File: config.mk
export PLATFORM = sky130hd
export DESIGN_NAME = tcc_top
export DESIGN_NICKNAME = d
export VERILOG_FILES = /design/src/rtl/tcc_capture_edge.v /design/src/rtl/tcc_top.v
export VERILOG_INCLUDE_DIRS = /design/src /design/src/rtl
export SDC_FILE = /design/constraint.sdc
export NUM_CORES = 2
export LEC_CHECK = 0
export ABC_AREA = 1
export BUFFER_PORTS_ARGS = -buffer_cell sky130_fd_sc_hd__buf_4
export CAP_MARGIN = 5
export CORE_MARGIN = 1
export CORE_UTILIZATION = 55
export DETAILED_ROUTE_END_ITERATION = 7
export PLACE_DENSITY = 0.72
export SLEW_MARGIN = 0
export SYNTH_ARGS = -nofsm -noshare
export SYNTH_HDL_FRONTEND = slang
export SYNTH_SLANG_ARGS = --single-unit
File: constraint.sdc
create_clock -name SYS_CLK -period 3.8 [get_ports SYS_CLK]
set_input_delay 0.57 -clock SYS_CLK [delete_from_list [all_inputs] [get_ports SYS_CLK]]
set_output_delay 0.57 -clock SYS_CLK [all_outputs]
set_load 0.01 [all_outputs]
File: src/rtl/tcc_defs.vh
// Constants shared by the timer channel control and status logic
`ifndef TCC_DEFS_VH
`define TCC_DEFS_VH

// ==========================================================
// Channel set
`define TCC_NCH 5
`define TCC_CH_W 3
`define TCC_CH_NO_TOGGLE 2
`define TCC_CH_PHASE 2
`define TCC_CH_PAIR_LO 3
`define TCC_CH_DMA_MAX 3

// ==========================================================
// Register offsets inside one channel window
`define TCC_OFF_PFC 4'h0
`define TCC_OFF_FLAGS 4'h1
`define TCC_OFF_IEN 4'h2
`define TCC_OFF_FIRST16 4'h4
`define TCC_OFF_CNT 4'h4
`define TCC_OFF_CMP_A 4'h6
`define TCC_OFF_CMP_B 4'h8
`define TCC_OFF_BUF_A 4'hA
`define TCC_OFF_BUF_B 4'hC
`define TCC_OFF_LAST16 4'hD

// ==========================================================
// Reset values and fixed bits
`define TCC_PFC_RST 8'h88
`define TCC_PFC_FIXED 8'h88
`define TCC_FLAGS_RST 8'hF8
`define TCC_FLAGS_FIXED 8'hF8
`define TCC_IEN_RST 8'hF8
`define TCC_IEN_FIXED 8'hF8
`define TCC_GR_RST 16'hFFFF
`define TCC_CNT_RST 16'h0000
`define TCC_CNT_MAX 16'hFFFF
`define TCC_BYTE_ZERO 8'h00

// ==========================================================
// Field positions
`define TCC_B_ROLE 6:4
`define TCC_A_ROLE 2:0
`define TCC_EVT_BITS 2:0
`define TCC_WRAP_BIT 2
`define TCC_MFB_BIT 1
`define TCC_MFA_BIT 0
`define TCC_CAP_BIT 2
`define TCC_EDGE_BITS 1:0

// ==========================================================
// Role codes
`define TCC_ROLE_NONE 3'h0
`define TCC_ROLE_LOW 3'h1
`define TCC_ROLE_HIGH 3'h2
`define TCC_ROLE_TOGGLE 3'h3
`define TCC_EDGE_RISE 2'h0
`define TCC_EDGE_FALL 2'h1

`endif

File: src/rtl/tcc_capture_edge.v
// Pin synchroniser and capture edge detector for one capture input
`include "tcc_defs.vh"

module tcc_capture_edge (
  // Clock and initialisation
  input wire clk,
  input wire init,
  // Pin and role selection
  input wire pin,
  input wire [2:0] role,
  // Capture event
  output reg capture
);

  // ==========================================================
  // Two-stage synchroniser, then an edge history stage
  reg sync_1;
  reg sync_2;
  reg last;
  wire rise;
  wire fall;
  reg next_capture;

  assign rise = sync_2 & ~last;
  assign fall = ~sync_2 & last;

  always @* begin
    next_capture = 1'b0;
    if (role[`TCC_CAP_BIT]) begin
      case (role[`TCC_EDGE_BITS])
        `TCC_EDGE_RISE: next_capture = rise;
        `TCC_EDGE_FALL: next_capture = fall;
        default: next_capture = rise | fall;
      endcase
    end
  end

  always @(posedge clk) begin
    if (init) begin
      sync_1 <= 1'b0;
      sync_2 <= 1'b0;
      last <= 1'b0;
      capture <= 1'b0;
    end else begin
      sync_1 <= pin;
      sync_2 <= sync_1;
      last <= sync_2;
      capture <= next_capture;
    end
  end

endmodule

File: src/rtl/tcc_top.v
// Timer channel pin roles, status flags, interrupt enables and CPU access
`include "tcc_defs.vh"

module tcc_top (
  // Clock, reset and standby
  input wire SYS_CLK,
  input wire RST,
  input wire STANDBY,
  // CPU register access
  input wire CPU_REQ,
  input wire CPU_WRITE,
  input wire CPU_WORD,
  input wire [6:0] CPU_ADDR,
  input wire [15:0] CPU_WDATA,
  output reg [15:0] CPU_RDATA,
  output reg CPU_ACK,
  output reg CPU_BUSY,
  // Counter stepping and modes from the counting datapath
  input wire [4:0] CNT_TICK,
  input wire [4:0] CNT_DOWN,
  input wire [4:0] CNT_CLEAR,
  input wire [4:0] PWM_MODE_SEL,
  input wire PHASE_COUNT_SELECT,
  input wire COMBINATION_MODE_BIT,
  input wire RESET_SYNC_PWM_SEL,
  // Channel pins
  input wire [4:0] CHANNEL_PIN_A_IN,
  output reg [4:0] CHANNEL_PIN_A_OUT,
  output reg [4:0] CHANNEL_PIN_A_OE_N,
  input wire [4:0] CHANNEL_PIN_B_IN,
  output reg [4:0] CHANNEL_PIN_B_OUT,
  output reg [4:0] CHANNEL_PIN_B_OE_N,
  // Events to the counting datapath
  output reg [4:0] MATCH_A_PULSE,
  output reg [4:0] MATCH_B_PULSE,
  output reg [4:0] WRAP_PULSE,
  // DMA acknowledge and interrupt requests
  input wire [4:0] DMA_ACK_A,
  output reg [4:0] WRAP_IRQ,
  output reg [4:0] MATCH_IRQ_A,
  output reg [4:0] MATCH_IRQ_B
);

  localparam [1:0] ST_IDLE = 2'b01;
  localparam [1:0] ST_SECOND = 2'b10;

  // ==========================================================
  // Decoding helpers
  function is_wide_reg;
    input [3:0] off;
    begin
      is_wide_reg = (off >= `TCC_OFF_FIRST16) && (off <= `TCC_OFF_LAST16);
    end
  endfunction

  function hit_wide;
    input [3:0] off;
    input [3:0] base;
    begin
      hit_wide = (off[3:1] == base[3:1]);
    end
  endfunction

  // Byte writes keep the other half intact
  function [15:0] merge16;
    input [15:0] old;
    input wide;
    input odd;
    input [15:0] data;
    begin
      if (wide)
        merge16 = data;
      else if (odd)
        merge16 = {old[15:8], data[7:0]};
      else
        merge16 = {data[7:0], old[7:0]};
    end
  endfunction

  wire init = RST | STANDBY;

  // ==========================================================
  // Bus sequencing
  reg [1:0] state;
  reg [1:0] next_state;
  reg [6:0] sv_adr;
  reg sv_we;
  reg [7:0] sv_lo;
  reg acc_en;
  reg acc_we;
  reg acc_wide;
  reg [6:0] acc_adr;
  reg [15:0] acc_wb;
  reg split_first;
  wire [3:0] acc_off = acc_adr[3:0];
  wire acc_odd = acc_adr[0];

  always @* begin
    next_state = state;
    acc_en = 1'b0;
    acc_we = 1'b0;
    acc_wide = 1'b0;
    acc_adr = CPU_ADDR;
    acc_wb = CPU_WDATA;
    split_first = 1'b0;
    case (state)
      ST_IDLE: begin
        if (CPU_REQ) begin
          acc_en = 1'b1;
          acc_we = CPU_WRITE;
          if (CPU_WORD) begin
            acc_adr = {CPU_ADDR[6:1], 1'b0};
            if (is_wide_reg(CPU_ADDR[3:0])) begin
              acc_wide = 1'b1;
            end else begin
              acc_wb = {`TCC_BYTE_ZERO, CPU_WDATA[15:8]};
              split_first = 1'b1;
              next_state = ST_SECOND;
            end
          end else begin
            acc_wb = {`TCC_BYTE_ZERO, CPU_WDATA[7:0]};
          end
        end
      end
      ST_SECOND: begin
        acc_en = 1'b1;
        acc_we = sv_we;
        acc_adr = sv_adr;
        acc_wb = {`TCC_BYTE_ZERO, sv_lo};
        next_state = ST_IDLE;
      end
      default: next_state = ST_IDLE;
    endcase
  end

  // ==========================================================
  // Channels
  wire [39:0] ch_rd8;
  wire [79:0] ch_rd16;
  wire ovr_pair = COMBINATION_MODE_BIT | RESET_SYNC_PWM_SEL;

  genvar i;
  generate
    for (i = 0; i < `TCC_NCH; i = i + 1) begin : gen_ch
      reg [7:0] pfc;
      reg [7:0] flags;
      reg [7:0] ien;
      reg [2:0] armed;
      reg [15:0] cnt;
      reg [15:0] cmp_a;
      reg [15:0] cmp_b;
      reg [15:0] buf_a;
      reg [15:0] buf_b;
      reg [7:0] rd8;
      reg [15:0] rd16;
      reg [2:0] role_a;
      reg [2:0] role_b;
      reg down_ok;
      reg override;
      reg [7:0] next_flags;
      wire cap_a;
      wire cap_b;
      wire sel = acc_en && (acc_adr[6:4] == i);
      wire wr = sel & acc_we;
      wire rd_flags = sel & ~acc_we & (acc_off == `TCC_OFF_FLAGS);
      wire wr_flags = wr & (acc_off == `TCC_OFF_FLAGS);
      wire step_up = CNT_TICK[i] & ~down_ok;
      wire step_dn = CNT_TICK[i] & down_ok;
      wire wrap = (step_up & (cnt == `TCC_CNT_MAX)) |
                  (step_dn & (cnt == `TCC_CNT_RST));
      // Match fires as the counter leaves the equal value
      wire match_a = ~role_a[`TCC_CAP_BIT] & CNT_TICK[i] & (cnt == cmp_a);
      wire match_b = ~role_b[`TCC_CAP_BIT] & CNT_TICK[i] & (cnt == cmp_b);
      wire [2:0] set_evt = {wrap, match_b | cap_b, match_a | cap_a};
      wire [2:0] clr_evt;
      wire dma_clr;

      if (i <= `TCC_CH_DMA_MAX) begin : g_dma
        assign dma_clr = DMA_ACK_A[i];
      end else begin : g_nodma
        assign dma_clr = 1'b0;
      end

      // Write 0 to a bit that was seen as 1; a written 1 changes nothing
      assign clr_evt = {3{wr_flags}} & ~acc_wb[`TCC_EVT_BITS] & armed |
                       {2'b00, dma_clr};

      always @* begin
        down_ok = 1'b0;
        override = PWM_MODE_SEL[i];
        if (i == `TCC_CH_PHASE)
          down_ok = CNT_DOWN[i] & PHASE_COUNT_SELECT;
        if (i >= `TCC_CH_PAIR_LO) begin
          down_ok = CNT_DOWN[i] & COMBINATION_MODE_BIT;
          override = PWM_MODE_SEL[i] | ovr_pair;
        end
        // Overridden channels act as plain compare with no pin action
        role_a = override ? `TCC_ROLE_NONE : pfc[`TCC_A_ROLE];
        role_b = override ? `TCC_ROLE_NONE : pfc[`TCC_B_ROLE];
        // Set wins over a clear in the same cycle
        next_flags = `TCC_FLAGS_FIXED |
                     {5'b00000, set_evt | (flags[`TCC_EVT_BITS] & ~clr_evt)};
        rd8 = `TCC_BYTE_ZERO;
        case (acc_off)
          `TCC_OFF_PFC: rd8 = pfc | `TCC_PFC_FIXED;
          `TCC_OFF_FLAGS: rd8 = flags | `TCC_FLAGS_FIXED;
          `TCC_OFF_IEN: rd8 = ien | `TCC_IEN_FIXED;
          default: rd8 = `TCC_BYTE_ZERO;
        endcase
        rd16 = {`TCC_BYTE_ZERO, `TCC_BYTE_ZERO};
        if (hit_wide(acc_off, `TCC_OFF_CNT))
          rd16 = cnt;
        else if (hit_wide(acc_off, `TCC_OFF_CMP_A))
          rd16 = cmp_a;
        else if (hit_wide(acc_off, `TCC_OFF_CMP_B))
          rd16 = cmp_b;
        else if (hit_wide(acc_off, `TCC_OFF_BUF_A) && i >= `TCC_CH_PAIR_LO)
          rd16 = buf_a;
        else if (hit_wide(acc_off, `TCC_OFF_BUF_B) && i >= `TCC_CH_PAIR_LO)
          rd16 = buf_b;
      end

      assign ch_rd8[i*8 +: 8] = rd8;
      assign ch_rd16[i*16 +: 16] = rd16;

      tcc_capture_edge u_cap_a (
        .clk(SYS_CLK),
        .init(init),
        .pin(CHANNEL_PIN_A_IN[i]),
        .role(role_a),
        .capture(cap_a)
      );

      tcc_capture_edge u_cap_b (
        .clk(SYS_CLK),
        .init(init),
        .pin(CHANNEL_PIN_B_IN[i]),
        .role(role_b),
        .capture(cap_b)
      );

      always @(posedge SYS_CLK) begin
        if (init) begin
          pfc <= `TCC_PFC_RST;
          flags <= `TCC_FLAGS_RST;
          ien <= `TCC_IEN_RST;
          armed <= 3'b000;
          cnt <= `TCC_CNT_RST;
          cmp_a <= `TCC_GR_RST;
          cmp_b <= `TCC_GR_RST;
          buf_a <= `TCC_GR_RST;
          buf_b <= `TCC_GR_RST;
          CHANNEL_PIN_A_OUT[i] <= 1'b0;
          CHANNEL_PIN_B_OUT[i] <= 1'b0;
          CHANNEL_PIN_A_OE_N[i] <= 1'b1;
          CHANNEL_PIN_B_OE_N[i] <= 1'b1;
          MATCH_A_PULSE[i] <= 1'b0;
          MATCH_B_PULSE[i] <= 1'b0;
          WRAP_PULSE[i] <= 1'b0;
          WRAP_IRQ[i] <= 1'b0;
          MATCH_IRQ_A[i] <= 1'b0;
          MATCH_IRQ_B[i] <= 1'b0;
        end else begin
          if (wr && acc_off == `TCC_OFF_PFC)
            pfc <= acc_wb[7:0] | `TCC_PFC_FIXED;
          if (wr && acc_off == `TCC_OFF_IEN)
            ien <= acc_wb[7:0] | `TCC_IEN_FIXED;
          flags <= next_flags;
          if (rd_flags)
            armed <= flags[`TCC_EVT_BITS];
          else if (wr_flags)
            armed <= 3'b000;
          else
            armed <= armed & next_flags[`TCC_EVT_BITS];
          // CPU write wins over counting
          if (wr && hit_wide(acc_off, `TCC_OFF_CNT))
            cnt <= merge16(cnt, acc_wide, acc_odd, acc_wb);
          else if (CNT_CLEAR[i])
            cnt <= `TCC_CNT_RST;
          else if (step_up)
            cnt <= cnt + 16'h0001;
          else if (step_dn)
            cnt <= cnt - 16'h0001;
          // Capture takes precedence over a CPU write in the same cycle
          if (cap_a)
            cmp_a <= cnt;
          else if (wr && hit_wide(acc_off, `TCC_OFF_CMP_A))
            cmp_a <= merge16(cmp_a, acc_wide, acc_odd, acc_wb);
          if (cap_b)
            cmp_b <= cnt;
          else if (wr && hit_wide(acc_off, `TCC_OFF_CMP_B))
            cmp_b <= merge16(cmp_b, acc_wide, acc_odd, acc_wb);
          if (wr && hit_wide(acc_off, `TCC_OFF_BUF_A) && i >= `TCC_CH_PAIR_LO)
            buf_a <= merge16(buf_a, acc_wide, acc_odd, acc_wb);
          if (wr && hit_wide(acc_off, `TCC_OFF_BUF_B) && i >= `TCC_CH_PAIR_LO)
            buf_b <= merge16(buf_b, acc_wide, acc_odd, acc_wb);
          if (match_a) begin
            case (role_a)
              `TCC_ROLE_LOW: CHANNEL_PIN_A_OUT[i] <= 1'b0;
              `TCC_ROLE_HIGH: CHANNEL_PIN_A_OUT[i] <= 1'b1;
              `TCC_ROLE_TOGGLE: CHANNEL_PIN_A_OUT[i] <=
                (i == `TCC_CH_NO_TOGGLE) | ~CHANNEL_PIN_A_OUT[i];
              default: CHANNEL_PIN_A_OUT[i] <= CHANNEL_PIN_A_OUT[i];
            endcase
          end
          if (match_b) begin
            case (role_b)
              `TCC_ROLE_LOW: CHANNEL_PIN_B_OUT[i] <= 1'b0;
              `TCC_ROLE_HIGH: CHANNEL_PIN_B_OUT[i] <= 1'b1;
              `TCC_ROLE_TOGGLE: CHANNEL_PIN_B_OUT[i] <=
                (i == `TCC_CH_NO_TOGGLE) | ~CHANNEL_PIN_B_OUT[i];
              default: CHANNEL_PIN_B_OUT[i] <= CHANNEL_PIN_B_OUT[i];
            endcase
          end
          // Pin driven only for the three output codes
          CHANNEL_PIN_A_OE_N[i] <= role_a[`TCC_CAP_BIT] | (role_a == `TCC_ROLE_NONE);
          CHANNEL_PIN_B_OE_N[i] <= role_b[`TCC_CAP_BIT] | (role_b == `TCC_ROLE_NONE);
          MATCH_A_PULSE[i] <= match_a | cap_a;
          MATCH_B_PULSE[i] <= match_b | cap_b;
          WRAP_PULSE[i] <= wrap;
          WRAP_IRQ[i] <= next_flags[`TCC_WRAP_BIT] & ien[`TCC_WRAP_BIT];
          MATCH_IRQ_B[i] <= next_flags[`TCC_MFB_BIT] & ien[`TCC_MFB_BIT];
          MATCH_IRQ_A[i] <= next_flags[`TCC_MFA_BIT] & ien[`TCC_MFA_BIT];
        end
      end
    end
  endgenerate

  // ==========================================================
  // Read data selection and bus registers
  reg [7:0] rd_byte;
  reg [15:0] rd_word;

  always @* begin
    rd_word = ch_rd16[15:0];
    rd_byte = `TCC_BYTE_ZERO;
    case (acc_adr[6:4])
      3'h0: rd_word = ch_rd16[15:0];
      3'h1: rd_word = ch_rd16[31:16];
      3'h2: rd_word = ch_rd16[47:32];
      3'h3: rd_word = ch_rd16[63:48];
      3'h4: rd_word = ch_rd16[79:64];
      default: rd_word = {`TCC_BYTE_ZERO, `TCC_BYTE_ZERO};
    endcase
    if (acc_adr[6:4] < `TCC_NCH) begin
      if (is_wide_reg(acc_off))
        rd_byte = acc_odd ? rd_word[7:0] : rd_word[15:8];
      else
        rd_byte = ch_rd8[acc_adr[6:4]*8 +: 8];
    end
  end

  always @(posedge SYS_CLK) begin
    if (init) begin
      state <= ST_IDLE;
      sv_adr <= 7'h00;
      sv_we <= 1'b0;
      sv_lo <= `TCC_BYTE_ZERO;
      CPU_RDATA <= 16'h0000;
      CPU_ACK <= 1'b0;
      CPU_BUSY <= 1'b0;
    end else begin
      state <= next_state;
      CPU_BUSY <= (next_state == ST_SECOND);
      CPU_ACK <= acc_en & ~split_first;
      if (split_first) begin
        sv_adr <= {acc_adr[6:1], 1'b1};
        sv_we <= CPU_WRITE;
        sv_lo <= CPU_WDATA[7:0];
        CPU_RDATA <= {rd_byte, `TCC_BYTE_ZERO};
      end else if (state == ST_SECOND) begin
        CPU_RDATA <= {CPU_RDATA[15:8], rd_byte};
      end else if (acc_en) begin
        CPU_RDATA <= acc_wide ? rd_word : {`TCC_BYTE_ZERO, rd_byte};
      end
    end
  end

endmodule

==> results.txt <==
Synth-to-Final Area Change: 13.4%
PwrDens: 399 mW/mm²
Finish-stage setup viols: 0
Combinational share of power: 0.154
Area share of the largest cell type after synthesis: 0.345
Global-route wire length before repair: 176000 µm
CP Launch Type: register
Worst Path Max Fanout: 20
Rel. slew slack: 0.316
Power share of the clock group: 0.436
RSZ-0062 raised after global routing: no
Initial Utilization: 0.557
Synth cell count leaders: nand2_1, dfxtp_1, inv_1
Sequential share of the synthesized area: 0.345
Post-detail-place hpwl: 85600 µm
Largest family of logic cells by synthesized area: simple AND/OR/NAND/NOR gates
Mux cell area share after synthesis: 0.000342
Nets: 4545
# diodes: 0
Number of global-route vias before repair: 28700
Via count: 31900
Sw Pwr: 3.99 mW
Worst Max-Slew Pin Slew: 1.03 ns
DIE AREA: 0.0542 mm²
Worst Path Required: 4.31 ns
Pre-antenna DRT Iters: 6
Total global routing overflow: 0
Drc violations: 0
Num CTS Buffers: 56
Most used DFF post-synth: dfxtp_1
Die X: 233 µm
Initial DRC Count: 4047
Internal Power: 9.27 mW
Clock skew: 0.0337 ns
Clk sinks: 505
Most common cell in the synthesized netlist: nand2_1
Post-Syn Nets: 4451
Routability congestion estimate: 1.07
Syn. warnings: 0
Share of layout cells above drive strength 1: 0.112
H-tree Lvls: 2
Asr flop ratio synth: 0
Final hold vios: 0
Cells after Synth: 4314
Total Power: 13.3 mW
Hold WC Path Type: primary input to register
Tot GR Track Use: 0.430
Crit path DAT: 4.13 ns
Worst-path clk slew: 0.06 ns
Non-Filler Instances: 5143
Adder-Cell Fraction of Synth Area: 0.0307
Period utilization: 0.954
Routed Antenna Nets: 0
FF+latch count, synth: 505
Dpl cells: 5032
Via/cell ratio: 6.20
Sw Ratio: 0.301
Post-synth EDFFs: 0
Status: complete, no violations
Die Ht: 233 µm
Critical path capture point type: register
Synth Area in Compound Gates: 0.222
Flop pwr share: 0.411
Xor and xnor area share after synthesis: 0.0296
Initial antenna violation count: 1
Core ar.: 0.0526 mm²
Peak supply drop: 378 µV
Syn avg cell area: 6.79 µm²
Synth unique cells: 63
Largest net degree at the start of global routing: 180
Max-Cap Viols: 0
I/O Pins: 135
Cell area after synthesis: 0.0293 mm²
CTS root buffer: clkbuf_16
Setup_tns: 0 ns
Achievable clock frequency: 276 MHz
Fin. max-slew vios: 0
Leak Pwr: 14.7 nW
Filler Cells Inserted: 4893
Top cells by area, synth: dfxtp_1, nand2_1, a21oi_1
FP Rows: 84
CTS tree: done
Final wirelength: 119000 µm
PortBufs: 131
Clk Latency, worst-skew pair: 0.65 ns
Synth area leader: dfxtp_1
Synth Area in Simple Gates: 0.284
CTS Hold Bufs: 0
Kind of critical path: register to register
Clock buffer depth: 3
Routed wire per std cell: 23.1 µm
Final Critical Period: 3.63 ns
## critical path, cell delays in order, from the launching register on
cell and delay [ns]:
dfxtp_1 0.37, inv_1 0.08, ha_2 0.44, inv_2 0.16, nand2_4 0.11, nand2_1 0.08
nand2_2 0.09, buf_4 0.29, nand2_1 0.14, nor2_4 0.14, buf_12 0.20, a21oi_1 0.09
nand2_1 0.12, nand3_1 0.20, nor2_1 0.40, nand3_1 0.12, nand2_1 0.09, nand2_1 0.07
nand2_1 0.07, nand2_1 0.05, nand2_1 0.11, a21oi_1 0.08
## cells by family (layout without fill, tap and decap cells)
| group | after synthesis | after routing |
|---|---|---|
| compound gates | 1080 | 1080 |
| mux | 1 | 1 |
| xor+xnor | 99 | 99 |
| fa+ha+maj | 70 | 70 |
| flops | 505 | 505 |
| buf+inv | 654 | 795 |
| simple gates | 1905 | 1905 |
## path summary, 6_finish.rpt
kind | slack, ns | cells after the start | from | endpoint
worst max-delay path | 0.17 | 21 | state[0] | CPU_RDATA[1]
worst min-delay path | 0.16 | 3 | CHANNEL_PIN_B_IN[2] | gen_ch[2].u_cap_b.sync_1
worst min register to register | 0.41 | 2 | gen_ch[3].u_cap_a.sync_1 | gen_ch[3].u_cap_a.sync_2
worst max register to register | 0.17 | 21 | state[0] | CPU_RDATA[1]
## placed cells by master, fill, tap and decap left out, types with 59 or more instances in the layout
master	Yosys	routed
dfxtp_1	505	505
ha_1	67	66
nand4_1	73	73
nand3_1	251	251
nand2_1	1106	1105
nor2_1	284	283
inv_1	403	402
xor2_1	59	59
o2111ai_1	171	171
buf_4	9	248
a21oi_1	389	389
o21ai_0	332	331
## layout make-up
| class | instances | area [µm²] | share of cell area |
|---|---|---|---|
| well taps | 688 | 861 | 0.0259 |
| multi-input cells | 3155 | 16600 | 0.501 |
| clock inverters | 29 | 325 | 0.00979 |
| inverters | 432 | 1630 | 0.0491 |
| clock buffers | 76 | 1600 | 0.0481 |
| repair buffers | 258 | 2060 | 0.0621 |
| flip-flops and latches | 505 | 10100 | 0.304 |
## through the flow
step                      hold WS (ns)  instance area (µm²)   util  setup slack [ns]
final                            0.160                33200  0.632             0.174
after global routing             0.172                33200  0.632            0.0433
after CTS                        0.153                33200  0.631             0.200
after detailed placement         0.403                31300  0.595             0.214
after global placement           0.402                31300  0.595             0.230
after floorplan                  0.394                29300      -              1.07
## per-layer routing
layer  global-route usage  up-vias  wire length, µm
li1                     -    14900                -
met1                0.552    14700            45800
met2                0.633     1901            49500
met3               0.0876      467            13500
met4                0.322        2            10100
met5                    0        -               10
## repair_timing
action,4_1_cts,5_1_grt
endpoints found under the hold margin,0,0
gates resized for setup,0,3
setup buffers,0,6
setup endpoints to repair,0,11
## power by group through the flow
stage	registers (mW)	clock network (mW)	logic [mW]
after floorplan	5.50	0	1.17
after global placement	5.56	0	1.92
after detailed placement	5.56	0	1.93
after CTS	5.44	5.77	1.94
after global routing	5.45	5.98	2.14
final	5.45	5.78	2.04
## flip-flops by register name (all words and copies together) (netlist names), 7 cells and up
signal	count
gen_ch.cmp_a	80
gen_ch.cmp_b	80
gen_ch.cnt	80
gen_ch.buf_a	32
gen_ch.buf_b	32
gen_ch.pfc	30
CPU_RDATA	16
gen_ch.armed	15
gen_ch.flags	15
gen_ch.ien	15
sv_lo	8
sv_adr	7
(Power assumes the default switching activity.)
